--- src/design/cdm_debug_map.vh ---
// constants for the debug mode controller: frame layout, command codes,
// mode codes and reset values; assumes inclusion by bare name
`ifndef CDM_DEBUG_MAP_VH
`define CDM_DEBUG_MAP_VH

// ----------------------------------------------------------------------
// serial frame layout (lsb first on the test data input)
// ----------------------------------------------------------------------
`define CDM_FRAME_LEN   6'h28
`define CDM_DATA_LSB    0
`define CDM_DATA_MSB    31
`define CDM_IDX_LSB     32
`define CDM_IDX_MSB     35
`define CDM_OP_LSB      36
`define CDM_OP_MSB      39

// ----------------------------------------------------------------------
// command codes
// ----------------------------------------------------------------------
`define CDM_OP_NOP      4'h0
`define CDM_OP_MODE     4'h1
`define CDM_OP_RESUME   4'h2
`define CDM_OP_STEP     4'h3
`define CDM_OP_REG_WR   4'h4
`define CDM_OP_REG_RD   4'h5
`define CDM_OP_FREEZE   4'h6
`define CDM_OP_HW_BP    4'h7
`define CDM_OP_SW_BP    4'h8
`define CDM_OP_IC_ADDR  4'h9
`define CDM_OP_IC_WR    4'hA

// ----------------------------------------------------------------------
// debug mode codes and reset values
// ----------------------------------------------------------------------
`define CDM_MODE_OFF    2'h0
`define CDM_MODE_INT    2'h1
`define CDM_MODE_EXT    2'h2
`define CDM_MODE_WAIT   2'h3
`define CDM_MODE_RST    2'h0
`define CDM_WORD_RST    32'h00000000

`endif

--- src/design/cdm_debug_ctrl.v ---
// debug mode controller: serial tool port, halt/wait/exception control,
// resource and cache access, breakpoints, and always-on trace output.
// assumes the core clock clk; the test port clock is sampled, not used.
`timescale 1ns/1ps
`default_nettype none
`include "cdm_debug_map.vh"

module cdm_debug_ctrl #(
	parameter TW     = 32,
	parameter TDEPTH = 16,
	parameter TAW    = 4
) (
	input  wire          clk,
	input  wire          sys_rst,
	// test access port
	input  wire          tck,
	input  wire          tms,
	input  wire          tdi,
	output wire          tdo,
	output wire          tdo_oe,
	// core control
	input  wire          debug_event,
	input  wire          irq_in,
	input  wire          isr_done,
	input  wire          insn_retired,
	output wire          core_halt,
	output wire          core_in_wait,
	output reg           dbg_exc,
	output reg           irq_take,
	output reg           timer_freeze,
	output wire [1:0]    dbg_mode,
	// core resource access
	output reg           res_we,
	output reg           res_re,
	output reg  [3:0]    res_idx,
	output reg  [31:0]   res_wdata,
	input  wire [31:0]   res_rdata,
	input  wire          res_ack,
	// breakpoints
	output reg           hw_bp_en,
	output reg  [31:0]   hw_bp_addr,
	output reg           sw_bp_en,
	// instruction cache loading
	output reg           ic_we,
	output reg  [31:0]   ic_addr,
	output reg  [31:0]   ic_data,
	// trace
	input  wire          trc_in_valid,
	output wire          trc_in_ready,
	input  wire [TW-1:0] trc_in_data,
	output wire          trc_valid,
	input  wire          trc_ready,
	output wire [TW-1:0] trc_data,
	output reg           trc_trigger
);

	// ------------------------------------------------------------------
	// states, one-hot
	// ------------------------------------------------------------------
	localparam [4:0] ST_RUN  = 5'h01;
	localparam [4:0] ST_STOP = 5'h02;
	localparam [4:0] ST_WAIT = 5'h04;
	localparam [4:0] ST_STEP = 5'h08;
	localparam [4:0] ST_ISR  = 5'h10;

	reg  [4:0]  st_q;
	reg  [4:0]  st_d;
	reg  [4:0]  ret_q;
	reg  [1:0]  mode_q;
	reg         tck_s1_q, tck_s2_q, tck_s3_q;
	reg         tms_s1_q, tms_s2_q, tms_s3_q;
	reg         tdi_s1_q, tdi_s2_q;
	reg  [39:0] sh_in_q;
	reg  [39:0] sh_out_q;
	reg  [5:0]  cnt_q;
	reg         tdo_q;
	reg  [31:0] rd_q;
	reg         rd_busy_q;
	reg         go_q;
	reg         step_q;

	// halted means stop or wait; used by the state machine and commands
	function is_halted;
		input [4:0] s;
		begin
			is_halted = (s == ST_STOP) || (s == ST_WAIT);
		end
	endfunction

	assign core_halt    = is_halted(st_q);
	assign core_in_wait = (st_q == ST_WAIT);
	assign dbg_mode     = mode_q;
	assign tdo          = tdo_q;
	assign tdo_oe       = tms_s2_q;

	// ------------------------------------------------------------------
	// test port sampling: two flops each before any logic
	// ------------------------------------------------------------------
	always @(posedge clk) begin
		if (sys_rst) begin
			tck_s1_q <= 1'b0;
			tck_s2_q <= 1'b0;
			tck_s3_q <= 1'b0;
			tms_s1_q <= 1'b0;
			tms_s2_q <= 1'b0;
			tms_s3_q <= 1'b0;
			tdi_s1_q <= 1'b0;
			tdi_s2_q <= 1'b0;
		end else begin
			tck_s1_q <= tck;
			tck_s2_q <= tck_s1_q;
			tck_s3_q <= tck_s2_q;
			tms_s1_q <= tms;
			tms_s2_q <= tms_s1_q;
			tms_s3_q <= tms_s2_q;
			tdi_s1_q <= tdi;
			tdi_s2_q <= tdi_s1_q;
		end
	end

	wire tck_rise  = tck_s2_q && !tck_s3_q;
	wire tck_fall  = !tck_s2_q && tck_s3_q;
	wire frm_start = tms_s2_q && !tms_s3_q;
	wire frm_end   = !tms_s2_q && tms_s3_q;
	// a frame counts only when exactly its full length was shifted
	wire cmd_go    = frm_end && (cnt_q == `CDM_FRAME_LEN);
	wire [3:0]  op   = sh_in_q[`CDM_OP_MSB:`CDM_OP_LSB];
	wire [3:0]  idx  = sh_in_q[`CDM_IDX_MSB:`CDM_IDX_LSB];
	wire [31:0] data = sh_in_q[`CDM_DATA_MSB:`CDM_DATA_LSB];

	// ------------------------------------------------------------------
	// frame shifter: input on tck rise, output on tck fall
	// ------------------------------------------------------------------
	always @(posedge clk) begin
		if (sys_rst) begin
			sh_in_q  <= 40'h0000000000;
			sh_out_q <= 40'h0000000000;
			cnt_q    <= 6'h00;
			tdo_q    <= 1'b0;
		end else if (frm_start) begin
			// status rides in the top byte, last read word below
			sh_out_q <= {2'h0, st_q[4:0], rd_busy_q, rd_q};
			cnt_q    <= 6'h00;
		end else if (tms_s2_q) begin
			if (tck_rise) begin
				sh_in_q <= {tdi_s2_q, sh_in_q[39:1]};
				if (cnt_q != 6'h3F)
					cnt_q <= cnt_q + 6'h01;
			end
			if (tck_fall) begin
				tdo_q    <= sh_out_q[0];
				sh_out_q <= {1'b0, sh_out_q[39:1]};
			end
		end
	end

	// ------------------------------------------------------------------
	// command execution: settings, access, cache load
	// ------------------------------------------------------------------
	always @(posedge clk) begin
		if (sys_rst) begin
			mode_q       <= `CDM_MODE_RST;
			timer_freeze <= 1'b0;
			hw_bp_en     <= 1'b0;
			hw_bp_addr   <= `CDM_WORD_RST;
			sw_bp_en     <= 1'b0;
			ic_we        <= 1'b0;
			ic_addr      <= `CDM_WORD_RST;
			ic_data      <= `CDM_WORD_RST;
			res_we       <= 1'b0;
			res_re       <= 1'b0;
			res_idx      <= 4'h0;
			res_wdata    <= `CDM_WORD_RST;
			rd_q         <= `CDM_WORD_RST;
			rd_busy_q    <= 1'b0;
			go_q         <= 1'b0;
			step_q       <= 1'b0;
		end else begin
			ic_we  <= 1'b0;
			res_we <= 1'b0;
			go_q   <= 1'b0;
			step_q <= 1'b0;
			// a read holds its strobe until the core answers
			if (res_re && res_ack) begin
				res_re    <= 1'b0;
				rd_busy_q <= 1'b0;
				rd_q      <= res_rdata;
			end
			if (cmd_go) begin
				case (op)
				`CDM_OP_MODE: begin
					mode_q <= data[1:0];
				end
				`CDM_OP_RESUME: begin
					go_q <= is_halted(st_q);
				end
				`CDM_OP_STEP: begin
					step_q <= is_halted(st_q);
				end
				`CDM_OP_REG_WR: begin
					res_we    <= 1'b1;
					res_idx   <= idx;
					res_wdata <= data;
				end
				`CDM_OP_REG_RD: begin
					if (!rd_busy_q) begin
						res_re    <= 1'b1;
						rd_busy_q <= 1'b1;
						res_idx   <= idx;
					end
				end
				`CDM_OP_FREEZE: begin
					timer_freeze <= data[0];
				end
				`CDM_OP_HW_BP: begin
					hw_bp_en   <= idx[0];
					hw_bp_addr <= data;
				end
				`CDM_OP_SW_BP: begin
					sw_bp_en <= data[0];
				end
				`CDM_OP_IC_ADDR: begin
					ic_addr <= data;
				end
				`CDM_OP_IC_WR: begin
					ic_we   <= 1'b1;
					ic_data <= data;
				end
				default: begin
				end
				endcase
			end
			// cache loads walk word by word so a burst needs one address
			if (ic_we)
				ic_addr <= ic_addr + 32'h00000004;
		end
	end

	// ------------------------------------------------------------------
	// execution state machine
	// ------------------------------------------------------------------
	always @* begin
		st_d = st_q;
		case (st_q)
		ST_RUN: begin
			if (debug_event && mode_q == `CDM_MODE_EXT)
				st_d = ST_STOP;
			else if (debug_event && mode_q == `CDM_MODE_WAIT)
				st_d = ST_WAIT;
		end
		ST_STOP: begin
			if (step_q)
				st_d = ST_STEP;
			else if (go_q)
				st_d = ST_RUN;
		end
		ST_WAIT: begin
			// commands first: an interrupt is taken only when no step or resume is pending
			if (step_q)
				st_d = ST_STEP;
			else if (go_q)
				st_d = ST_RUN;
			else if (irq_in)
				st_d = ST_ISR;
		end
		ST_STEP: begin
			if (insn_retired)
				st_d = ret_q;
		end
		ST_ISR: begin
			if (isr_done)
				st_d = ST_WAIT;
		end
		default: begin
			st_d = ST_RUN;
		end
		endcase
	end

	// ------------------------------------------------------------------
	// state register, return state for a step, event pulses
	// ------------------------------------------------------------------
	always @(posedge clk) begin
		if (sys_rst) begin
			st_q        <= ST_RUN;
			ret_q       <= ST_STOP;
			dbg_exc     <= 1'b0;
			irq_take    <= 1'b0;
			trc_trigger <= 1'b0;
		end else begin
			st_q <= st_d;
			if (is_halted(st_q) && step_q)
				ret_q <= st_q;
			// internal mode hands the event to the handler vector
			dbg_exc  <= (st_q == ST_RUN) && debug_event &&
				(mode_q == `CDM_MODE_INT);
			irq_take <= (st_q == ST_WAIT) && (st_d == ST_ISR);
			// trace capture trigger fires in any enabled mode
			trc_trigger <= debug_event &&
				(mode_q != `CDM_MODE_OFF);
		end
	end

	// ------------------------------------------------------------------
	// trace path: always on; tool back-pressure reaches the core
	// ------------------------------------------------------------------
	cdm_fifo #(
		.WIDTH (TW),
		.DEPTH (TDEPTH),
		.AW    (TAW)
	) u_trace_fifo (
		.clk       (clk),
		.sys_rst   (sys_rst),
		.in_valid  (trc_in_valid),
		.in_ready  (trc_in_ready),
		.in_data   (trc_in_data),
		.out_valid (trc_valid),
		.out_ready (trc_ready),
		.out_data  (trc_data)
	);

endmodule // cdm_debug_ctrl

`default_nettype wire

--- src/design/cdm_fifo.v ---
// synchronous fifo with valid/ready on both sides
// assumes one clock and a synchronous active-high reset
`timescale 1ns/1ps
`default_nettype none

module cdm_fifo #(
	parameter WIDTH = 32,
	parameter DEPTH = 16,
	parameter AW    = 4
) (
	input  wire             clk,
	input  wire             sys_rst,
	input  wire             in_valid,
	output wire             in_ready,
	input  wire [WIDTH-1:0] in_data,
	output wire             out_valid,
	input  wire             out_ready,
	output wire [WIDTH-1:0] out_data
);

	reg [WIDTH-1:0] mem_q [0:DEPTH-1];
	reg [AW:0]      wr_q;
	reg [AW:0]      rd_q;

	wire full  = (wr_q[AW] != rd_q[AW]) && (wr_q[AW-1:0] == rd_q[AW-1:0]);
	wire empty = (wr_q == rd_q);
	wire push  = in_valid && !full;
	wire pop   = out_ready && !empty;

	assign in_ready  = !full;
	assign out_valid = !empty;
	assign out_data  = mem_q[rd_q[AW-1:0]];

	// ------------------------------------------------------------------
	// pointers carry one wrap bit so full and empty stay honest
	// ------------------------------------------------------------------
	always @(posedge clk) begin
		if (sys_rst) begin
			wr_q <= {(AW+1){1'b0}};
			rd_q <= {(AW+1){1'b0}};
		end else begin
			if (push)
				wr_q <= wr_q + 1'b1;
			if (pop)
				rd_q <= rd_q + 1'b1;
		end
	end

	// storage needs no reset; empty masks stale words
	always @(posedge clk) begin
		if (push)
			mem_q[wr_q[AW-1:0]] <= in_data;
	end

endmodule // cdm_fifo

`default_nettype wire

--- config.mk ---
export PLATFORM = sky130hd
export DESIGN_NAME = cdm_debug_ctrl
export DESIGN_NICKNAME = d
export VERILOG_FILES = /design/src/design/cdm_debug_ctrl.v /design/src/design/cdm_fifo.v
export VERILOG_INCLUDE_DIRS = /design/src /design/src/design
export SDC_FILE = /design/constraint.sdc
export NUM_CORES = 1
export LEC_CHECK = 0
export ABC_AREA = 0
export BUFFER_PORTS_ARGS = -buffer_cell sky130_fd_sc_hd__buf_2
export CORE_ASPECT_RATIO = 0.7
export CORE_MARGIN = 3
export CORE_UTILIZATION = 55
export CTS_CLUSTER_DIAMETER = 30
export CTS_CLUSTER_SIZE = 25
export DETAILED_ROUTE_END_ITERATION = 7
export GPL_TIMING_DRIVEN = 1
export PLACE_DENSITY_LB_ADDON = 0.12
export SLEW_MARGIN = 25
export SYNTH_ARGS = -nofsm -noshare
export SYNTH_HDL_FRONTEND = slang
export SYNTH_SLANG_ARGS = --single-unit
--- constraint.sdc ---
create_clock -name clk -period 8.3 [get_ports clk]
set_clock_uncertainty 0.05 [all_clocks]
set_input_delay 0.83 -clock clk [delete_from_list [all_inputs] [get_ports clk]]
set_output_delay 0.83 -clock clk [all_outputs]
set_load 0.05 [all_outputs]
# Word level (Yosys, flattened, before mapping)
# Memory sizes are Yosys's and may differ from the RTL's. A register that Yosys moved wholly into a read port is not among the register bits.
# Index checks and enable logic that the tools add are counted.
# totals
output_inout_bits,181
ff_bits,291
ramBits,512
elab_cells,146
memories,1
# memory_table
name,words,word_bits,read_ports,rd_ports_with_merged_regs,write_ports,line,source
u_trace_fifo.mem_q,16,32,1,1,1,cdm_fifo.v:21,reg [WIDTH-1:0] mem_q [0:DEPTH-1];
# classes
n_reduce_logical,45
bitwise,4
n_eq_ne,25
mux,32
addsub,4
# op_table
operator,n
38-bit two-way mux,3
32-bit two-way mux,3
5-bit two-way mux,9
32-bit by 3-bit adder with 32-bit output (second input constant),1
5-bit case mux with 5 select lines,1
4-bit by 3-bit == test with 1-bit output (second input constant),4
1-bit logical AND,16
2-bit AND reduction,8
4-bit == test (second input constant),3
1-bit two-way mux,12
4-bit two-way mux,3
3-bit AND reduction,4
2-bit nonzero test,6
5-bit by 1-bit adder with 5-bit output (second input constant),2
5-bit == test (second input constant),2
4-bit by 2-bit == test with 1-bit output (second input constant),2
4-bit case mux with 2 select lines,1
6-bit by 1-bit adder with 6-bit output (second input constant),1
6-bit == test (second input constant),1
1-bit zero test,6
6-bit inequality test (second input constant),1
3-bit OR reduction,2
5-bit by 1-bit == test with 1-bit output (second input constant),1
5-bit by 2-bit == test with 1-bit output (second input constant),1
other kinds (12),17

# Logic depth before layout (Yosys ltp)
# depth
word_depth,7
ltp_mapped,9
depth_no_buf,7

# Hierarchy
# From an unflattened synthesis, not the netlist that was laid out.
# unflattened
cells_unflattened,2148
area_unflattened_um2,31263.7
# modules_own_cells
mod,cells_each,area_per_inst_um2,instances,seq_area_each_um2
cdm_fifo,812,20329.5,1,15655.0
cdm_debug_ctrl,1336,10934.2,1,5625.4

# Worst setup path after synthesis
# OpenSTA, ideal clock, no wires.
# synth_path
path_type,input to register
start,input port trc_in_valid
end,"memory u_trace_fifo.mem_q[3][0], enable pin"
stages,2
t_arrival_ps,3185
n_path_buf,0
slack_ps,4603
path_cell_list,o211ai_1 -> nor3_1
# synth_between
elab_chain_cells,3
# synth_lines
element,line,source
from (decl),cdm_debug_ctrl.v:48,"input wire trc_in_valid,"
1-bit logical AND,cdm_fifo.v:27,wire push = in_valid && !full;
1-bit two-way mux,cdm_fifo.v:51,if (push)
1-bit two-way mux (not written as such),cdm_fifo.v:52,mem_q[wr_q[AW-1:0]] <= in_data;
to (decl),cdm_fifo.v:21,
# Every way passes these cells.

==> results.ini <==
[status]
status = completed

[logic_synthesis]
syn-cell-area_sq_um = 30900
synth_area_leaders = edfxtp_1, dfxtp_1, mux4_2
synthArstFlopShare = 0
synthFlopType = edfxtp_1
yosys.area.top_type = edfxtp_1
syn_inst = 2159
yosysUniqueCellTypes = 59
ys_top_cells_by_count = edfxtp_1, nand2_1, dfxtp_1
synth_edf_count = 512
yosys_warnings = 0
ys_seq_area_frac = 0.688
ys_ff_latch = 807
avgSynthCellArea_sq_um = 14.3
mappedNetlistNets = 2243
synth.most_common_cell = edfxtp_1
netlist.area_leader.share = 0.497

[sta]
fin_ws_ns = 3.90
finalHoldViolations = 0
worst_pin_slew_ns = 0.974
setup_tns_ns = 0
slew-limit-headroom = 0.349
drv_slew = 0
grt_setup_unrepaired = no
timing.final.crit_share = 0.530
max_clock_freq_mhz = 227
post-route-min-period_ns = 4.40
setup_violations = 0

[placed_design]
dp.final_hpwl_um = 40800
io_buffers = 256
place_inst = 3054
pre_cts_slack_ns = 4.32
dpl_cell_area_sq_um = 33000
finalWeightedCongestion = 0.849

[global_route]
grt_pass1_wl_um = 114000
grt_usage = 0.252
grt_max_degree = 105
grt_pass1_vias = 19000
gr-total-overflow = 0
antenna_found_initial = 4

[die]
rows = 72
start_util = 0.558
die_h_um = 204
ios = 257
core_area_sq_um = 55400
die_w_um = 289
die_area_sq_um = 59200

[setup_path]
worstSetupPathType = register to output port
path_max_fanout = 104
worst_path_largest_cell_delay_ns = 0.69
required_ns = 7.42
cp_cell_sequence = buf_12 > mux4_2 > mux4_2 > buf_2
crit_path_start_kind = register
cp_common_cell = mux4_2
cp.arrival_ns = 3.52
worstSetupEndpointType = output port
r2r_cells = 5
cp_slowest_cell = dfxtp_4

[pwr]
leakagePower_nw = 12.5
pwr-share-seq = 0.434
switching_power_mw = 2.35
pwr-share-comb = 0.082
internal_power_mw = 7.72
switching_share = 0.234
power_frac_clock = 0.484
fin_total_pwr_mw = 10.1
peakVddDrop_mv = 0.181
powerDensity_nw_per_um2 = 272

[cells_and_area]
instances_no_fill = 3273
finalInstanceArea_sq_um = 37000
drive_gt1_frac = 0.270
num-nets-final = 2517
syn_to_final_growth_pct = 19.5

[clock_network]
cts_made_buffers = 116
post-cts-setup-buffers = 0
clock-root-buffer = clkbuf_16
clk-insertion-delay-late_ns = 0.65
tritoncts = built
cts_hold_buf = 0
clock_sinks = 807
h-tree-depth = 3
cts-resized-gates = 0
clk_pin_slew_ns = 0.05
clock_path_buffers = 3

[min_path]
min_path_type = primary input to register
whs_path_depth = 2

[job]
maxCapViolCount = 0

[drt]
wirelength_um = 73900
drt.antenna.violating_nets = 0
dr.pass1.iters = 5
num_vias = 19200
drc = 0
first_iter_violations = 1837
wl_per_cell_um = 22.6
drt-vias-per-instance = 5.86

## placed cells by master, fill, tap and decap left out, drive strengths merged, types with 3 or more instances in the layout
cell / n
and3: 23
clkinvlp: 7
bufinv: 9
a32oi: 5
a21oi: 222
nand3b: 3
nor2: 86
xor2: 13
mux4: 160
a2bb2oi: 4
o41a: 3
o211ai: 6
nand3: 35
nand2: 389
nand4: 17
o21ai: 17
mux2i: 45
nand4b: 5
nor2b: 15
a211oi: 40
nor3: 15
nor4: 7
buf: 290
clkinv: 40
edfxtp: 512
and2: 8
and4: 5
xnor2: 12
or3: 9
a31oi: 16
ha: 8
inv: 35
nand2b: 8
a21boi: 3
dfxtp: 295
clkbuf: 143
## power by group through the flow
stage / Clock (mW) / Sequential (mW) / Combinational [mW]
global route: 5.14 / 4.37 / 0.883
detailed placement: 0 / 4.45 / 0.834
finish: 4.88 / 4.37 / 0.824
floorplan: 0 / 4.41 / 0.669
CTS: 4.95 / 4.37 / 0.837
global placement: 0 / 4.45 / 0.812
## cell families after synthesis
group | after synthesis | synth area share
compound gates | 322 | 0.0591
xor+xnor | 25 | 0.00708
fa+ha+maj | 8 | 0.00324
buf+inv | 152 | 0.0195
flops | 807 | 0.688
mux | 207 | 0.132
simple gates | 638 | 0.0915
## metal layers
| metal | wire [um] | vias to the layer above | track usage |
|---|---|---|---|
| met5 | 27 | - | 0 |
| li1 | - | 8694 | - |
| met2 | 35000 | 685 | 0.387 |
| met3 | 5310 | 109 | 0.0532 |
| met1 | 32300 | 9698 | 0.370 |
| met4 | 1340 | 4 | 0.0646 |
## final cells by class
type	instances	area (sq um)
flip-flops and latches	807	21300
fillers	3874	18400
multi-input cells	1200	9130
clock buffers	142	3180
repair buffers	291	1590
well taps	740	926
clock inverters	74	792
inverters	17	63.8
diodes	2	5.00
## worst paths after layout
kind,from,end,slack [ns]
worst min-delay path,tms,tms_s1_q$_SDFF_PP0_,0.35
worst max register to register,u_trace_fifo.wr_q[3]$_SDFFE_PP0P_,u_trace_fifo.mem_q[1][3]$_DFFE_PP_,5.18
worst min register to register,tck_s1_q$_SDFF_PP0_,tck_s2_q$_SDFF_PP0_,0.39
worst max-delay path,register,trc_data[5],3.90
## worst max-delay path, delay by kind of cell, from the launching register on
family / cells / cell delay, ns
muxes: 2 / 1.14
buffers and inverters: 2 / 0.87
DFF: 1 / 0.69
## flip-flops by register name, indices dropped and copies added (netlist names), 32 cells and up, named ones only
signal,flops
hw_bp_addr,32
ic_addr,32
ic_data,32
rd_q,32
res_wdata,32
sh_in_q,40
sh_out_q,38
u_trace_fifo.mem_q,512
## metrics by stage
stage	util	hold slack (ns)
2_1_floorplan	-	0.364
4_1_cts	0.667	0.307
3_3_place_gp	0.595	0.368
3_5_place_dp	0.595	0.377
6_report	0.667	0.347
5_1_grt	0.667	0.326
Power figures use the tool's default switching activity.
